**src/tic_pkg.sv**
```systemverilog
/*
  constants, register indices and state types for the input-capture
  channels of the second timer module.
  assumes a 32-bit apb slave where each register index sits at index*4.
*/
package tic_pkg;

  // ***********************************************************
  // register indices (byte address is four times the index)
  // ***********************************************************
  localparam logic [11:0] IDX_CH2_SC   = 12'h456;
  localparam logic [11:0] IDX_CH2_HIGH = 12'h457;
  localparam logic [11:0] IDX_CH2_LOW  = 12'h458;
  localparam logic [11:0] IDX_CH3_SC   = 12'h459;
  localparam logic [11:0] IDX_CH3_HIGH = 12'h45a;
  localparam logic [11:0] IDX_CH3_LOW  = 12'h45b;
  localparam logic [11:0] IDX_CH4_SC   = 12'h45c;
  localparam logic [11:0] IDX_CH4_HIGH = 12'h45d;
  localparam logic [11:0] IDX_CH4_LOW  = 12'h45e;
  localparam logic [11:0] IDX_CH5_SC   = 12'h45f;
  localparam logic [11:0] IDX_CH5_HIGH = 12'h460;
  localparam logic [11:0] IDX_CH5_LOW  = 12'h461;
  localparam logic [11:0] IDX_CTRL     = 12'h462;
  localparam logic [11:0] IDX_ISTS     = 12'h463;
  localparam logic [11:0] IDX_IEN      = 12'h464;
  localparam logic [11:0] IDX_ICLR     = 12'h465;
  localparam logic [11:0] CH_SPAN      = 12'h00c;
  localparam logic [1:0]  SEL_SC       = 2'h0;
  localparam logic [1:0]  SEL_HIGH     = 2'h1;
  localparam logic [1:0]  SEL_LOW      = 2'h2;

  // ***********************************************************
  // status and control field positions
  // ***********************************************************
  localparam int SC_FLAG = 7;
  localparam int SC_IE   = 6;
  localparam int SC_LINK = 5;
  localparam int SC_MODE = 4;
  localparam int SC_ELSH = 3;
  localparam int SC_ELSL = 2;

  // ***********************************************************
  // reset values and codes
  // ***********************************************************
  localparam logic [7:0] SC_RST  = 8'h00;
  localparam logic [2:0] PS_RST  = 3'h0;
  localparam logic [2:0] PS_EXT  = 3'h7;
  localparam logic [3:0] IEN_RST = 4'h0;

  // ***********************************************************
  // types
  // ***********************************************************
  typedef struct packed {
    logic       hit;
    logic [1:0] ch;
    logic [1:0] sel;
  } tic_dec_t;

  typedef struct packed {
    logic [4:0]       sync1;
    logic [4:0]       sync2;
    logic [4:0]       prev;
    logic [6:0]       pre;
    logic [15:0]      count;
    logic [2:0]       ps;
    logic [3:0][7:0]  sc;
    logic [3:0][15:0] val;
    logic [3:0]       ists;
    logic [3:0]       ien;
    logic [31:0]      rdata;
    logic             slverr;
  } tic_state_t;

endpackage

```
**src/tic_capture.sv**
```systemverilog
/*
  input-capture channels 2 to 5 of the second timer module, with the
  clock prescaler, the shared 16-bit counter and an apb register slave.
  assumes channel pins are asynchronous and apb runs on CORE_CLK.
*/
// The APB interface to the registers was chosen for this implementation.
`timescale 1ns/1ns

// How it works
// - clock_divide_select picks bus clock /1../64 or channel0 pin rising edges
// - active pin edge copies the 16-bit counter into the value pair
// - two edge-select bits per channel choose rising, falling or both edges
// - capture happens whatever the flag state, overwriting the old value
// - each capture sets the channel event flag for polling
// - flag set with its irq enable set raises the interrupt request
// - reset leaves the channel value registers untouched
// - all channels use one shared 16-bit counter as time base
// - each value pair splits into high byte 15..8 and low byte 7..0
// - status/control: flag bit 7 clears on zero, enable bit 6, resets 0
// - channels 3 and 5 have no link-mode bit; bit 5 reads zero
module tic_capture
(
  input  wire logic        CORE_CLK,
  input  wire logic        RESET_N,
  input  wire logic        PSEL,
  input  wire logic        PENABLE,
  input  wire logic        PWRITE,
  input  wire logic [13:0] PADDR,
  input  wire logic [31:0] PWDATA,
  output logic      [31:0] PRDATA,
  output logic             PREADY,
  output logic             PSLVERR,
  input  wire logic        CHANNEL0_PIN,
  input  wire logic [3:0]  CHAN_PIN,
  output logic             IRQ
);

  // ***********************************************************
  // functions
  // ***********************************************************
  function automatic tic_pkg::tic_dec_t reg_decode
  (
    input logic [11:0] idx
  );
    logic [11:0] off;
    off = idx - tic_pkg::IDX_CH2_SC;
    reg_decode.hit = (idx >= tic_pkg::IDX_CH2_SC) &&
                     (off < tic_pkg::CH_SPAN);
    reg_decode.ch  = 2'(off / 12'h003);
    reg_decode.sel = 2'(off % 12'h003);
  endfunction

  // divider output for settings 0..6; setting 0 ticks every clock
  function automatic logic div_tick
  (
    input logic [6:0] pre,
    input logic [2:0] ps
  );
    logic [6:0] mask;
    mask = 7'((8'h01 << ps) - 8'h01);
    div_tick = ((pre & mask) == mask);
  endfunction

  // odd channels (index 1 and 3 here) lack the link-mode bit
  function automatic logic [7:0] sc_view
  (
    input logic [7:0] sc,
    input int         i
  );
    sc_view = sc;
    if (i % 2 == 1)
    begin
      sc_view[tic_pkg::SC_LINK] = 1'b0;
    end
  endfunction

  // ***********************************************************
  // capture helpers
  // ***********************************************************
  // a matching edge-select bit qualifies the edge; 00 leaves the pin idle
  function automatic logic edge_hit
  (
    input logic [1:0] els,
    input logic       up,
    input logic       down
  );
    edge_hit = (els[0] && up) || (els[1] && down);
  endfunction

  // both mode bits low means input capture; other modes live elsewhere
  function automatic logic capture_mode
  (
    input logic [7:0] sc
  );
    capture_mode = (sc[tic_pkg::SC_LINK:tic_pkg::SC_MODE] == 2'h0);
  endfunction

  // counter tick from a divider tap or a synchronised count-pin edge;
  // the divider never stops, so the first period after a new select
  // may be short
  function automatic logic prescale_tick
  (
    input logic [6:0] pre,
    input logic [2:0] ps,
    input logic       ext_rise
  );
    if (ps == tic_pkg::PS_EXT)
    begin
      prescale_tick = ext_rise;
    end
    else
    begin
      prescale_tick = div_tick(pre, ps);
    end
  endfunction

  // one level request: an enabled channel flag or enabled sticky status
  function automatic logic irq_level
  (
    input logic [3:0][7:0] sc,
    input logic [3:0]      ists,
    input logic [3:0]      ien
  );
    logic any;
    any = |(ists & ien);
    for (int i = 0; i < 4; i++)
    begin
      any = any || (sc[i][tic_pkg::SC_FLAG] && sc[i][tic_pkg::SC_IE]);
    end
    irq_level = any;
  endfunction

  // ***********************************************************
  // bus helpers
  // ***********************************************************
  // flag bit only clears on a written zero; a written one is ignored
  function automatic logic [7:0] sc_write
  (
    input logic [7:0] old,
    input logic [7:0] data,
    input logic       odd
  );
    sc_write = {old[tic_pkg::SC_FLAG], data[6:0]};
    if (!data[tic_pkg::SC_FLAG])
    begin
      sc_write[tic_pkg::SC_FLAG] = 1'b0;
    end
    if (odd)
    begin
      sc_write[tic_pkg::SC_LINK] = 1'b0;
    end
  endfunction

  // read mux, sampled at the setup edge so data stands all access long
  function automatic logic [32:0] read_word
  (
    input tic_pkg::tic_state_t s,
    input tic_pkg::tic_dec_t   d,
    input logic [11:0]         i,
    input logic                ok
  );
    logic [31:0] data;
    logic        err;
    data = 32'h0000_0000;
    err  = 1'b0;
    if (!ok)
    begin
      err = 1'b1;
    end
    else if (d.hit)
    begin
      unique case (d.sel)
        tic_pkg::SEL_SC:
        begin
          data[7:0] = sc_view(s.sc[d.ch], int'(d.ch));
        end
        tic_pkg::SEL_HIGH:
        begin
          data[7:0] = s.val[d.ch][15:8];
        end
        default:
        begin
          data[7:0] = s.val[d.ch][7:0];
        end
      endcase
    end
    else if (i == tic_pkg::IDX_CTRL)
    begin
      data[2:0] = s.ps;
    end
    else if (i == tic_pkg::IDX_ISTS)
    begin
      data[3:0] = s.ists;
    end
    else if (i == tic_pkg::IDX_IEN)
    begin
      data[3:0] = s.ien;
    end
    else if (i != tic_pkg::IDX_ICLR)
    begin
      // unmapped index: error, and the data reads as zero
      err = 1'b1;
    end
    read_word = {err, data};
  endfunction

  // ***********************************************************
  // state
  // ***********************************************************
  tic_pkg::tic_state_t r;
  tic_pkg::tic_state_t next_r;
  tic_pkg::tic_dec_t   dec;
  logic [4:0]          rise;
  logic [4:0]          fall;
  logic                tick;
  logic                setup;
  logic                wr;
  logic                aligned;
  logic [11:0]         idx;

  // ***********************************************************
  // bus decode
  // ***********************************************************
  // index map: 0x456..0x461 are channels 2..5 in groups of three
  // (status/control, value high, value low); 0x462..0x465 hold the
  // prescale select, status, enable and clear; anything else errors
  // and a misaligned address errors as well
  assign idx     = PADDR[13:2];
  assign aligned = (PADDR[1:0] == 2'h0);
  assign dec     = reg_decode(idx);
  assign setup   = PSEL && !PENABLE;
  assign wr      = PSEL && PENABLE && PWRITE;

  // ***********************************************************
  // edge detection
  // ***********************************************************
  // edges come only from the second sync stage and its delayed copy
  assign rise = r.sync2 & ~r.prev;
  assign fall = ~r.sync2 & r.prev;

  // ***********************************************************
  // next state
  // ***********************************************************
  always_comb
  begin
    next_r = r;
    tick   = 1'b0;
    // ***********************************************************
    // synchronisers
    // ***********************************************************
    // two-stage synchroniser for every pin; one stage could hand a
    // metastable level straight to the edge logic
    next_r.sync1 = {CHAN_PIN, CHANNEL0_PIN};
    next_r.sync2 = r.sync1;
    next_r.prev  = r.sync2;

    // ***********************************************************
    // prescaler and counter
    // ***********************************************************
    // prescaler: free running, the select only picks a tap
    next_r.pre = r.pre + 7'h01;
    tick = prescale_tick(r.pre, r.ps, rise[0]);
    // one counter serves every channel, so captures share a time base
    if (tick)
    begin
      next_r.count = r.count + 16'h0001;
    end

    // ***********************************************************
    // register reads
    // ***********************************************************
    // read data and error latched in the setup cycle
    if (setup)
    begin
      {next_r.slverr, next_r.rdata} = read_word(r, dec, idx, aligned);
    end

    // ***********************************************************
    // register writes
    // ***********************************************************
    // writes take effect at the access edge
    if (wr && aligned)
    begin
      if (dec.hit)
      begin
        unique case (dec.sel)
          tic_pkg::SEL_SC:
          begin
            next_r.sc[dec.ch] = sc_write(r.sc[dec.ch], PWDATA[7:0],
                                         dec.ch[0]);
          end
          tic_pkg::SEL_HIGH:
          begin
            next_r.val[dec.ch][15:8] = PWDATA[7:0];
          end
          default:
          begin
            next_r.val[dec.ch][7:0] = PWDATA[7:0];
          end
        endcase
      end
      else if (idx == tic_pkg::IDX_CTRL)
      begin
        next_r.ps = PWDATA[2:0];
      end
      else if (idx == tic_pkg::IDX_IEN)
      begin
        next_r.ien = PWDATA[3:0];
      end
      else if (idx == tic_pkg::IDX_ICLR)
      begin
        next_r.ists = r.ists & ~PWDATA[3:0];
      end
    end

    // ***********************************************************
    // captures
    // ***********************************************************
    // captures come last so a same-cycle event beats a clear or write
    for (int i = 0; i < 4; i++)
    begin
      logic [1:0] els;
      logic       hit;
      els = r.sc[i][tic_pkg::SC_ELSH:tic_pkg::SC_ELSL];
      hit = edge_hit(els, rise[i + 1], fall[i + 1]);
      // input capture mode: both mode bits low, edge select non-zero
      if (hit && capture_mode(r.sc[i]))
      begin
        next_r.val[i] = r.count;
        // no flag check: older value is lost if not yet read
        next_r.sc[i][tic_pkg::SC_FLAG] = 1'b1;
        next_r.ists[i] = 1'b1;
      end
    end
  end

  // ***********************************************************
  // registers
  // ***********************************************************
  always_ff @(posedge CORE_CLK)
  begin
    r <= next_r;
    if (!RESET_N)
    begin
      // value pairs deliberately keep their contents; sync stages reset
      // low to match the idle pin level, so no false edge follows reset
      r.sync1  <= 5'h00;
      r.sync2  <= 5'h00;
      r.prev   <= 5'h00;
      r.pre    <= 7'h00;
      r.count  <= 16'h0000;
      r.ps     <= tic_pkg::PS_RST;
      r.sc     <= {4{tic_pkg::SC_RST}};
      r.ists   <= 4'h0;
      r.ien    <= tic_pkg::IEN_RST;
      r.rdata  <= 32'h0000_0000;
      r.slverr <= 1'b0;
    end
  end

  // ***********************************************************
  // outputs
  // ***********************************************************
  // zero wait states: every access completes in its first cycle
  assign PREADY  = 1'b1;
  assign PSLVERR = PSEL && PENABLE && r.slverr;
  assign PRDATA  = r.rdata;
  assign IRQ     = irq_level(r.sc, r.ists, r.ien);

endmodule

```
**config.mk**
```make
export PLATFORM = sky130hd
export DESIGN_NAME = tic_capture
export DESIGN_NICKNAME = d
export VERILOG_FILES = /design/src/tic_pkg.sv /design/src/tic_capture.sv
export SDC_FILE = /design/constraint.sdc
export NUM_CORES = 1
export LEC_CHECK = 0
export BUFFER_PORTS_ARGS = -buffer_cell sky130_fd_sc_hd__buf_2
export CORE_MARGIN = 2
export CORE_UTILIZATION = 60
export DETAILED_ROUTE_END_ITERATION = 16
export GPL_ROUTABILITY_DRIVEN = 0
export PLACE_DENSITY_LB_ADDON = 0.08
export SETUP_SLACK_MARGIN = 0.2
export SYNTH_ARGS = -nofsm -noshare
export SYNTH_HDL_FRONTEND = slang
export SYNTH_SLANG_ARGS = --single-unit
export TNS_END_PERCENT = 20
```
**constraint.sdc**
```tcl
create_clock -name CORE_CLK -period 8.29 [get_ports CORE_CLK]
set_input_delay 0.829 -clock CORE_CLK [delete_from_list [all_inputs] [get_ports CORE_CLK]]
set_output_delay 0.829 -clock CORE_CLK [all_outputs]
set_load 0.01 [all_outputs]
```
# After elaboration in Yosys (flattened, before gate mapping)
# Index checks and enable logic that the tools add are counted.
word_totals:
  output_inout_bits: 35
  elab_cells: 198
  input_bits: 56
  reg_bits: 154
op_classes:
  reduce_logical: 70
  n_bitwise: 10
  addsub: 4
  shifts: 1
  eq_ne: 24
  n_div: 2
  mux: 58
  n_lt_le_gt_ge: 4
op_table:
  columns: ["cell", "n"]
  rows:
  - ["bitwise mux 64 bit", 2]
  - ["case mux 64 bit (2 select lines)", 1]
  - ["two-way mux 104 bit", 1]
  - ["two-way mux 16 bit", 6]
  - ["two-way mux 96 bit", 1]
  - ["demux 16 bit (select 2 bit)", 2]
  - ["equality test 12 x 11 -> 1 bit (second input constant)", 4]
  - ["two-way mux 8 bit", 6]
  - ["binary-select mux 16 bit (select 2 bit)", 1]
  - ["bitwise mux 32 bit", 1]
  - ["two-way mux 32 bit", 1]
  - ["nonzero test 2 bit", 16]
  - ["AND reduction 3 bit", 10]
  - ["two-way mux 4 bit", 7]
  - ["two-way mux 1 bit", 25]
  - ["!= test 2 x 1 -> 1 bit (second input constant)", 12]
  - ["logical AND 1 bit", 23]
  - ["AND reduction 5 bit", 4]
  - ["adder 16 x 1 -> 16 bit (second input constant)", 1]
  - ["binary-select mux 8 bit (select 2 bit)", 1]
  - ["demux 8 bit (select 2 bit)", 1]
  - ["case mux 8 bit (2 select lines)", 1]
  - ["divider 12 x 2 -> 12 bit (second input constant)", 1]
  - ["greater-or-equal comparator 12 x 11 -> 1 bit (second input constant)", 1]
  - ["25 further kinds", 44]

# Logic depth before layout (Yosys ltp)
# Gate-level depths: netlist of the first run.
logic_depth:
  word_depth: 13
  depth_mapped: 29

# Worst setup path after synthesis of the first run
# Ideal clock, no wire load.
synth_path:
  path_kind: "input-to-reg"
  from: "input PADDR[3]"
  to: "register r[49] (netlist bit) (enable)"
  path_buffers: 3
  t_required_ps: 7915
  arrival_time_ps: 6435
  cell_stages: 27
  slack_ps: 1481
  path_cell_list: "ha_1 -> buf_2 -> o211a_4 -> a21oi_2 -> o31ai_1 -> o32ai_1 -> o2111ai_1 -> a211oi_4 -> buf_6 -> mux2i_1 -> a32oi_1 -> o211ai_1 -> and2_1 -> ha_1 -> a221o_1 -> a31oi_4 -> xnor2_2 -> ha_1 -> nor2_1 -> and3_1 -> and3_1 -> a31o_2 -> o21ai_4 -> nor3b_1 -> nor2_1 -> buf_4 -> o21bai_1"
synth_between:
  elab_chain_cells: 5
synth_rtl:
  columns: ["item", "line", "rtl"]
  rows:
  - ["start: declaration", "tic_capture.sv:28", "input wire logic [13:0] PADDR,"]
  - ["subtractor 12 x 11 -> 12 bit", "tic_capture.sv:46", "off = idx - tic_pkg::IDX_CH2_SC;"]
  - ["remainder unit 12 x 2 -> 12 bit / less-than comparator 12 x 4 -> 1 bit (equally long branches)", "tic_capture.sv:50, tic_capture.sv:48", null]
  - ["logical NOT 2 bit / logical AND 1 bit (equally long branches)", "tic_capture.sv:286, tic_capture.sv:47", null]
  - ["!= test 2 bit (no source line) / nonzero test 2 bit (equally long branches)", null, null]
  - ["AND reduction 3 bit (no source line) *", null, null]
  - ["end signal: assignment", "tic_capture.sv:342", "r <= next_r;"]
  - ["end: declaration", "tic_capture.sv:210", "tic_pkg::tic_state_t r;"]
# Mark *: on every way between the ends. The rest lies on a longest branch, timed or not.
# A chain may end at the register's enable or synchronous reset.

# Worst setup path after layout of the first run
layout_path:
  from: "input PADDR[4]"
  to: "register r[128] (netlist bit)"
layout_between:
  elab_chain_cells: 13
layout_rtl:
  columns: ["item", "line", "rtl"]
  rows:
  - ["subtractor 12 x 11 -> 12 bit", "tic_capture.sv:46", null]
  - ["divider 12 x 2 -> 12 bit", "tic_capture.sv:49", "reg_decode.ch = 2'(off / 12'h003);"]
  - ["binary-select mux 8 bit (select 2 bit)", "tic_capture.sv:289", "next_r.sc[dec.ch] = sc_write(r.sc[dec.ch], PWDATA[7:0],"]
  - ["two-way mux 8 bit (implied by the code)", "tic_capture.sv:289", null]
  - ["two-way mux 1 bit", "tic_capture.sv:144", "if (!data[tic_pkg::SC_FLAG])"]
  - ["two-way mux 1 bit", "tic_capture.sv:286", "unique case (dec.sel)"]
  - ["two-way mux 1 bit", "tic_capture.sv:284", "if (dec.hit)"]
  - ["two-way mux 1 bit", "tic_capture.sv:282", "if (wr && aligned)"]
  - ["bitwise mux 32 bit", "tic_capture.sv:289", null]
  - ["two-way mux 32 bit", "tic_capture.sv:286", null]
  - ["two-way mux 96 bit", "tic_capture.sv:284", null]
  - ["two-way mux 104 bit", "tic_capture.sv:282", null]
  - ["two-way mux 1 bit", "tic_capture.sv:327", "if (hit && capture_mode(r.sc[i]))"]
# Several ways; a longest one is shown, not always the timed one. The select of a mux whose other input is x is not followed.

==> summary.md, run 1 <==
| Metric | Value |
|---|---|
| CTS tree | `built` |
| Layout cells sized above 1 | `13.9%` |
| Cell type with the largest total area after synthesis | `edfxtp_1` |
| Core region area | `15700 um^2` |
| Max_slew headroom | `30.4%` |
| Critical Path AT | `around 7.9 ns` |
| Startpoint types | `primary input` |
| Die area | `roughly 17000 um^2` |
| Worst-Margin Slew | `1.04 ns` |
| P&R area growth vs syn | `7.36%` |
| Warnings, synthesis | `0` |
| Vias in the first global route | `7008` |
| Pint | `1.41 mW` |
| Reg2reg setup slack | `5.12 ns` |
| Mux share of post-synthesis cell area | `under 10%` |
| Crit. End Element | `flip-flop` |
| Drt pass-1 iters | `7` |
| Antenna viol nets, final | `0` |
| MaxCap Viol Count | `0` |
| Slowest stage delay, CP | `0.69 ns` |
| Run status | `complete, no violations` |
| Global-route wire length before repair | `37900 um` |
| Die Wd | `approximately 130 um` |
| Largest net degree at the start of global routing | `85` |
| Fraction of the mapped netlist area in compound gates | `22.2%` |
| Clock Power Share | `36.5%` |
| Root Buffer | `clkbuf_16` |
| Ys flop type | `dfxtp_1` |
| Slowest CP cell | `or4_1` |
| Final setup violating endpoints | `0` |
| Largest family of logic cells by synthesized area | `compound AO/OA/AOI/OAI gates` |
| Worst endpoint required time | `8.60 ns` |
| PortBufs | `just over 40` |
| N_diodes | `0` |
| Async set or reset register ratio after synthesis | `0%` |
| Total GRT Usage | `29.0%` |
| Achievable Freq | `132 MHz` |
| Critical path class | `primary input to flip-flop` |
| Initial Utilization | `60.8%` |
| Die Ht | `approximately 130 um` |
| Slew Limit Fails | `0` |
| Initial antenna violation count | `0` |
| Max VDD drop | `0.000167 V` |
| Hold Path Class | `flip-flop to flip-flop` |
| Fillers | `1313` |
| Sequential area share after synthesis | `39.0%` |
| FF-to-FF Start | `r[139]$_SDFFE_PN0P_` |
| CP max FO | `33` |
| Area of the mapped netlist | `9550 um^2` |
| Detailed Place HPWL | `16300 um` |
| Num CTS Buffers | `17` |
| Final min period | `7.57 ns` |
| Power share of the sequential group | `a little under two fifths` |
| Htree depth | `4` |
| Sw power | `674 uW` |
| Post-DP Area | `9640 um^2` |
| CTS sink cnt | `154` |
| Via Count | `7710` |
| Post-Synth Adder-Cell Area | `1.05%` |
| Seq cells post-synth | `154` |
| Clk buf depth | `2` |
| Residual DRC | `0` |
| Setup Skew | `0.0118 ns` |
| Fin area | `10300 um^2` |
| Pleak | `roughly 4 nW` |
| Post-Synth XOR/XNOR Area | `2.37%` |
| Synth area leaders | `edfxtp_1 (20%), dfxtp_1 (19%), mux2i_1 (6.7%), a22o_1 (5.9%), nor2b_1 (3.5%)` |
| Cells after Synth | `1005` |
| # IOs | `between 90 and 100` |
| Total Nets Final | `about 1100` |
| Final hold vios | `0` |
| RSZ-0062 raised after global routing | `no` |
| Worst Setup SP | `PADDR[4]` |
| Clk slew on worst S/H paths | `0.06 ns` |
| Avg Cell Area, Syn | `9.51 um^2` |
| FP Rows | `46` |
| Routed len/inst | `19.7 um` |
| Power Density | `203 nW/um^2` |
| Drt initial violations | `807` |
| Critical Path Sink | `r[128]$_SDFFE_PN0P_` |
| Area share of the largest cell type after synthesis | `20.1%` |
| Combinational power share | `25.4%` |
| Synth Area in Simple Gates | `20.5%` |
| Total wire length | `24200 um` |
| Period utilization | `91.3%` |
| Setup TNS | `0 ns` |
| Post-synth EDFFs | `64` |
| Cell variety after synth | `90` |
| Via density | `~6.3` |
| Switching Fraction | `32.3%` |
| Path depth of the worst reg2reg path | `10` |
| Terminus of the critical flop-to-flop path | `r[153]$_SDFFE_PN0P_` |
| Grt ovf | `0` |
| CTS Hold Bufs | `0` |
| Clock latency on the worst-skew pair | `0.43 ns` |
layout by cell type, fill, tap and decap left out, drive strengths merged, types with 5 or more instances in the layout:
master	netlist	layout
nand3b	8	8
conb	2	25
and3	17	17
inv	14	19
xnor2	18	18
nor4	5	5
nor3	23	23
o21bai	9	9
mux2	9	9
nand2	70	70
o21ai	36	36
xor2	7	7
and2	40	40
or2	7	7
nand4	10	10
nand3	29	29
edfxtp	64	64
a31oi	12	12
a211o	5	5
buf	64	60
a21oi	40	40
a22oi	9	9
o211ai	12	12
clkinv	1	5
nand2b	9	9
mux2i	64	64
o2111ai	6	6
nor2b	53	53
or3	10	10
a21boi	12	12
clkbuf	45	20
a21o	9	9
ha	8	8
a211oi	21	21
o221ai	5	5
a22o	64	64
nor2	44	44
dfxtp	90	90
synthesized netlist by cell type, drive strengths merged (4+ instances only):
| cell | count |
|---|---|
| mux2 | 9 |
| nor3 | 23 |
| o21ai | 36 |
| nand4 | 10 |
| and2 | 40 |
| ha | 8 |
| nor2 | 44 |
| a21oi | 40 |
| or3 | 10 |
| a211o | 5 |
| nand3 | 29 |
| a41o | 4 |
| o2111ai | 6 |
| or2 | 7 |
| buf | 64 |
| nand2 | 70 |
| and3 | 17 |
| nor2b | 53 |
| o221ai | 5 |
| a211oi | 21 |
| o21bai | 9 |
| nor4 | 5 |
| inv | 14 |
| a21o | 9 |
| a31oi | 12 |
| xnor2 | 18 |
| xor2 | 7 |
| nand2b | 9 |
| a21boi | 12 |
| mux2i | 64 |
| nand3b | 8 |
| a22oi | 9 |
| a22o | 64 |
| a31o | 4 |
| clkbuf | 45 |
| dfxtp | 90 |
| edfxtp | 64 |
| o32ai | 4 |
| o211ai | 12 |
kinds of logic (layout without fill, tap and decap cells):
kind of cell | count (synthesis) | after routing
AOI/OAI and AO/OA | 279 | 279
xor gates and xnor gates | 25 | 25
adders and majority gates | 8 | 8
buffers and inverters | 124 | 107
DFF | 154 | 154
muxes | 73 | 73
other | 2 | 25
and+or+nand+nor | 340 | 340
critical path, delay by kind of cell:
family,cells,cell delay (ns)
AOI/OAI and AO/OA,13,2.84
and+or+nand+nor,7,2.06
adders and majority gates,3,1.09
buffers and inverters,3,0.88
xor gates and xnor gates,1,0.19
registers in the layout, indices dropped and copies added, names as in the netlist:
| register | flops |
|---|---|
| next_r | 10 |
| PRDATA | 8 |
| r | 136 |
area by class of cell:
cell class	count	area, um^2	area share (%)
Clock inverter	12	111	1.09
Tap cell	216	270	2.64
Sequential cell	154	3720	36.3
Clock buffer	20	468	4.56
Inverter	15	56.3	0.549
Multi-Input combinational cell	750	5270	51.3
Timing Repair Buffer	60	360	3.51
worst min-delay path by stage:
stage               slack [ns]  cells past startpoint                   start                      to
global placement          0.41                      1  next_r[168]$_SDFF_PN0_  next_r[163]$_SDFF_PN0_
finish                    0.43                      1  next_r[169]$_SDFF_PN0_  next_r[164]$_SDFF_PN0_
CTS                       0.44                      2  PRDATA[5]$_SDFFE_PN0P_  PRDATA[5]$_SDFFE_PN0P_
floorplan                 0.41                      1  next_r[168]$_SDFF_PN0_  next_r[163]$_SDFF_PN0_
global route              0.44                      1  next_r[169]$_SDFF_PN0_  next_r[164]$_SDFF_PN0_
detailed placement        0.42                      1  next_r[169]$_SDFF_PN0_  next_r[164]$_SDFF_PN0_
per-stage QoR:
step                      cells  total power [mW]  setup slack [ns]  hold slack (ns)  util [%]
after floorplan            1028              1.21              1.48            0.412         -
after global placement     1192              1.32             0.359            0.414      61.3
after detailed placement   1192              1.32             0.347            0.420      61.3
after CTS                  1224              2.07             0.773            0.435      65.0
after global routing       1227              2.16             0.286            0.440      65.3
final                      1227              2.08             0.725            0.434      65.3
repair_timing:
action,CTS,global route
resized for setup,0,1
setup buffers,0,3
endpoints found under the setup margin,0,16
layer usage:
layer | GRT usage (%) | part of all wire, % | vias up | wire length [um]
li1 | - | - | 3668 | -
met1 | 40.9 | 45 | 3717 | 11000
met2 | 46.6 | 46 | 292 | 11200
met3 | 4.10 | 6.4 | 33 | 1550
met4 | 8.48 | 2.0 | 0 | 473
met5 | 0 | 0 | - | 0
power by group through the flow:
| stage | Sequential [mW] | Combinational (mW) | Clock, mW |
|---|---|---|---|
| floorplan | 0.808 | 0.406 | 0 |
| global placement | 0.810 | 0.506 | 0 |
| detailed placement | 0.810 | 0.509 | 0 |
| CTS | 0.794 | 0.512 | 0.769 |
| global route | 0.794 | 0.570 | 0.793 |
| finish | 0.794 | 0.530 | 0.760 |
(Power assumes the default switching activity.)
==> inputs of run 2 (changes only) <==
--- a/config.mk
+++ b/config.mk
@@ -5,12 +5,13 @@
 export SDC_FILE = /design/constraint.sdc
 export NUM_CORES = 1
 export LEC_CHECK = 0
-export BUFFER_PORTS_ARGS = -buffer_cell sky130_fd_sc_hd__buf_2
+export BUFFER_PORTS_ARGS = -buffer_cell sky130_fd_sc_hd__clkbuf_2
 export CORE_MARGIN = 2
 export CORE_UTILIZATION = 60
 export DETAILED_ROUTE_END_ITERATION = 16
 export GPL_ROUTABILITY_DRIVEN = 0
 export PLACE_DENSITY_LB_ADDON = 0.08
+export REMOVE_ABC_BUFFERS = 1
 export SETUP_SLACK_MARGIN = 0.2
 export SYNTH_ARGS = -nofsm -noshare
 export SYNTH_HDL_FRONTEND = slang
==> constraint.sdc (replaced) <==
create_clock -name CORE_CLK -period 8.29 [get_ports CORE_CLK]
set_input_delay 1.658 -clock CORE_CLK [delete_from_list [all_inputs] [get_ports CORE_CLK]]
set_output_delay 1.658 -clock CORE_CLK [all_outputs]
set_load 0.01 [all_outputs]
==> run 2 against run 1 <==
Clock skew decreased by 0.0014 ns. Clock-buffer cell count decreased by 2. Sequential share of layout area fell by 0.66 points. Via count rose by 0.53%. Sequential power about the same. Combinational power rose by 5.5%. First-iteration DRC count decreased by 2.9%. Cell area up 1.9%. Critical path depth shrank 1. Setup slack worse by 0.087 ns. Largest power group unchanged.
==> summary.md, run 2 (same netlist as run 1, synthesis figures left out) <==
| Metric | Value |
|---|---|
| Vias in the first global route | `7223 (+3.1%)` |
| Antenna viol nets, final | `0 (unchanged)` |
| Achievable Freq | `131 MHz (-1.1%)` |
| Largest net degree at the start of global routing | `85 (unchanged)` |
| Pleak | `4.01 nW (+3.1%)` |
| Reg2reg setup slack | `5.11 ns (about the same)` |
| Fin area | `10400 um^2 (+1.9%)` |
| Via density | `6.21 (-1.2%)` |
| Final hold vios | `0 (unchanged)` |
| Final setup violating endpoints | `0 (unchanged)` |
| P&R area growth vs syn | `9.35%` |
| Layout cells sized above 1 | `16.0% (+2.0 points)` |
| Num CTS Buffers | `17 (unchanged)` |
| Critical Path AT | `7.96 ns (+0.09 ns)` |
| Initial antenna violation count | `0 (unchanged)` |
| Hold Path Class | `flip-flop to flip-flop` |
| Core region area | `15700 um^2 (unchanged)` |
| Residual DRC | `0 (unchanged)` |
| Setup TNS | `0 ns (unchanged)` |
| Drt initial violations | `784 (-2.9%)` |
| Final min period | `7.65 ns (+0.0868 ns)` |
| Slowest stage delay, CP | `0.68 ns (about the same)` |
| Grt ovf | `0 (unchanged)` |
| Root Buffer | `clkbuf_16` |
| RSZ-0062 raised after global routing | `no` |
| Setup Skew | `0.0104 ns (-0.00138 ns)` |
| Worst-Margin Slew | `0.849 ns (-0.190 ns)` |
| Die Ht | `130 um (unchanged)` |
| Worst endpoint required time | `8.60 ns (about the same)` |
| Global-route wire length before repair | `38100 um (+0.53%)` |
| Max VDD drop | `0.000222 V (+33%)` |
| Final core area utilization | `66.5% (+1.2 points)` |
| CP max FO | `16 (-52%)` |
| FP Rows | `46 (unchanged)` |
| Drt pass-1 iters | `5 (-2)` |
| PortBufs | `41 (unchanged)` |
| Period utilization | `92.3% (+1.0 points)` |
| Initial Utilization | `60.8% (unchanged)` |
| Via Count | `7751 (+0.53%)` |
| Critical path class | `primary input to flip-flop` |
| Total Nets Final | `1084 (+2.1%)` |
| Post-CTS setup repair buffer count | `0 (unchanged)` |
| Slowest CP cell | `or4_1` |
| Most common cell after layout, fill and taps aside | `dfxtp_1` |
| Htree depth | `4 (unchanged)` |
| Clk slew on worst S/H paths | `0.06 ns (about the same)` |
| Post-DP Area | `9840 um^2 (+2.1%)` |
| Die area | `16900 um^2 (unchanged)` |
| Clk buf depth | `2 (unchanged)` |
| Detailed Place HPWL | `16500 um (+1.6%)` |
| MaxCap Viol Count | `0 (unchanged)` |
| Max reg flops | `136 (unchanged)` |
| Power Density | `205 nW/um^2 (+0.75%)` |
| CTS tree | `built` |
| Startpoint types | `primary input` |
| Crit. End Element | `flip-flop` |
| Total wire length | `24400 um (+0.87%)` |
| Clock latency on the worst-skew pair | `0.43 ns (about the same)` |
| Slew Limit Fails | `0 (unchanged)` |
| CTS sink cnt | `154 (unchanged)` |
| Fillers | `1279 (-2.6%)` |
| Run status | `complete, no violations` |
| Routed len/inst | `19.6 um (-0.91%)` |
| Most frequent cells in the layout | `dfxtp_1 (90), nand2_1 (70), mux2i_1 (64), a22o_1 (64), edfxtp_1 (64)` |
| Most flop-heavy register | `r` |
| # IOs | `91 (unchanged)` |
| Total GRT Usage | `29.4% (+0.44 points)` |
| N_diodes | `0 (unchanged)` |
| Die Wd | `130 um (unchanged)` |
| Max_slew headroom | `43.3% (+13 points)` |
run 2: changes by cell type in the layout (fill, tap and decap cells not counted), sizes merged:
cell      previous run  this run
buf                 60        41
bufinv               1         2
clkbuf              20        59
clkinv               5         4
clkinvlp             2         0
inv                 19        23
run 2: what timing repair did:
action                                 4_1_cts  5_1_grt
hold buffers                                 0        0
gates resized for setup                      0        3
setup endpoints to repair                    0       66
endpoints found under the hold margin        0        0
run 2: layout make-up:
type,instances,area [um^2],area share [%]
repair buffers,82,526,5.03
clock buffers,18,433,4.14
clock inverters,14,158,1.51
multi-input cells,750,5280,50.5
well taps,216,270,2.59
inverters,15,56.3,0.539
flip-flops and latches,154,3720,35.6
run 2: critical path, delay by kind of cell:
| family | cells | cell delay [ns] |
|---|---|---|
| AOI/OAI and AO/OA | 10 | 2.41 |
| buffers and inverters | 3 | 0.70 |
| muxes | 1 | 0.31 |
| and+or+nand+nor | 9 | 2.16 |
| adders and majority gates | 2 | 0.50 |
| xor gates and xnor gates | 1 | 0.20 |
run 2: final timing paths:
check,cells past startpoint,from,end
worst min-delay path,1,next_r[168]$_SDFF_PN0_,next_r[163]$_SDFF_PN0_
worst min register to register,1,next_r[168]$_SDFF_PN0_,next_r[163]$_SDFF_PN0_
worst max-delay path,26,PADDR[8],r[113]$_SDFFE_PN0P_
worst max register to register,11,r[139]$_SDFFE_PN0P_,r[155]$_SDFFE_PN0P_
run 2: where the power goes:
group / internal (mW) / switching [mW]
logic: 0.206 / 0.353
registers: 0.788 / 0.00508
clock network: 0.455 / 0.331
total: 1.45 / 0.689
run 2: routing by layer:
layer  global-route usage (%)  vias up  wire [um]
met5                        0        -          0
met4                     10.1        0        601
met3                     5.21       50       1670
met2                     46.8      313      11300
met1                     40.8     3690      10900
li1                         -     3698          -
run 2: stage by stage:
step / hold slack (ns) / cells / total power, mW / setup slack, ns
finish: 0.434 / 1249 / 2.14 / 0.638
global route: 0.444 / 1249 / 2.22 / 0.212
CTS: 0.438 / 1249 / 2.14 / 0.583
detailed placement: 0.419 / 1217 / 1.36 / 0.202
global placement: 0.414 / 1217 / 1.35 / 0.281
floorplan: 0.412 / 919 / 1.16 / -0.741
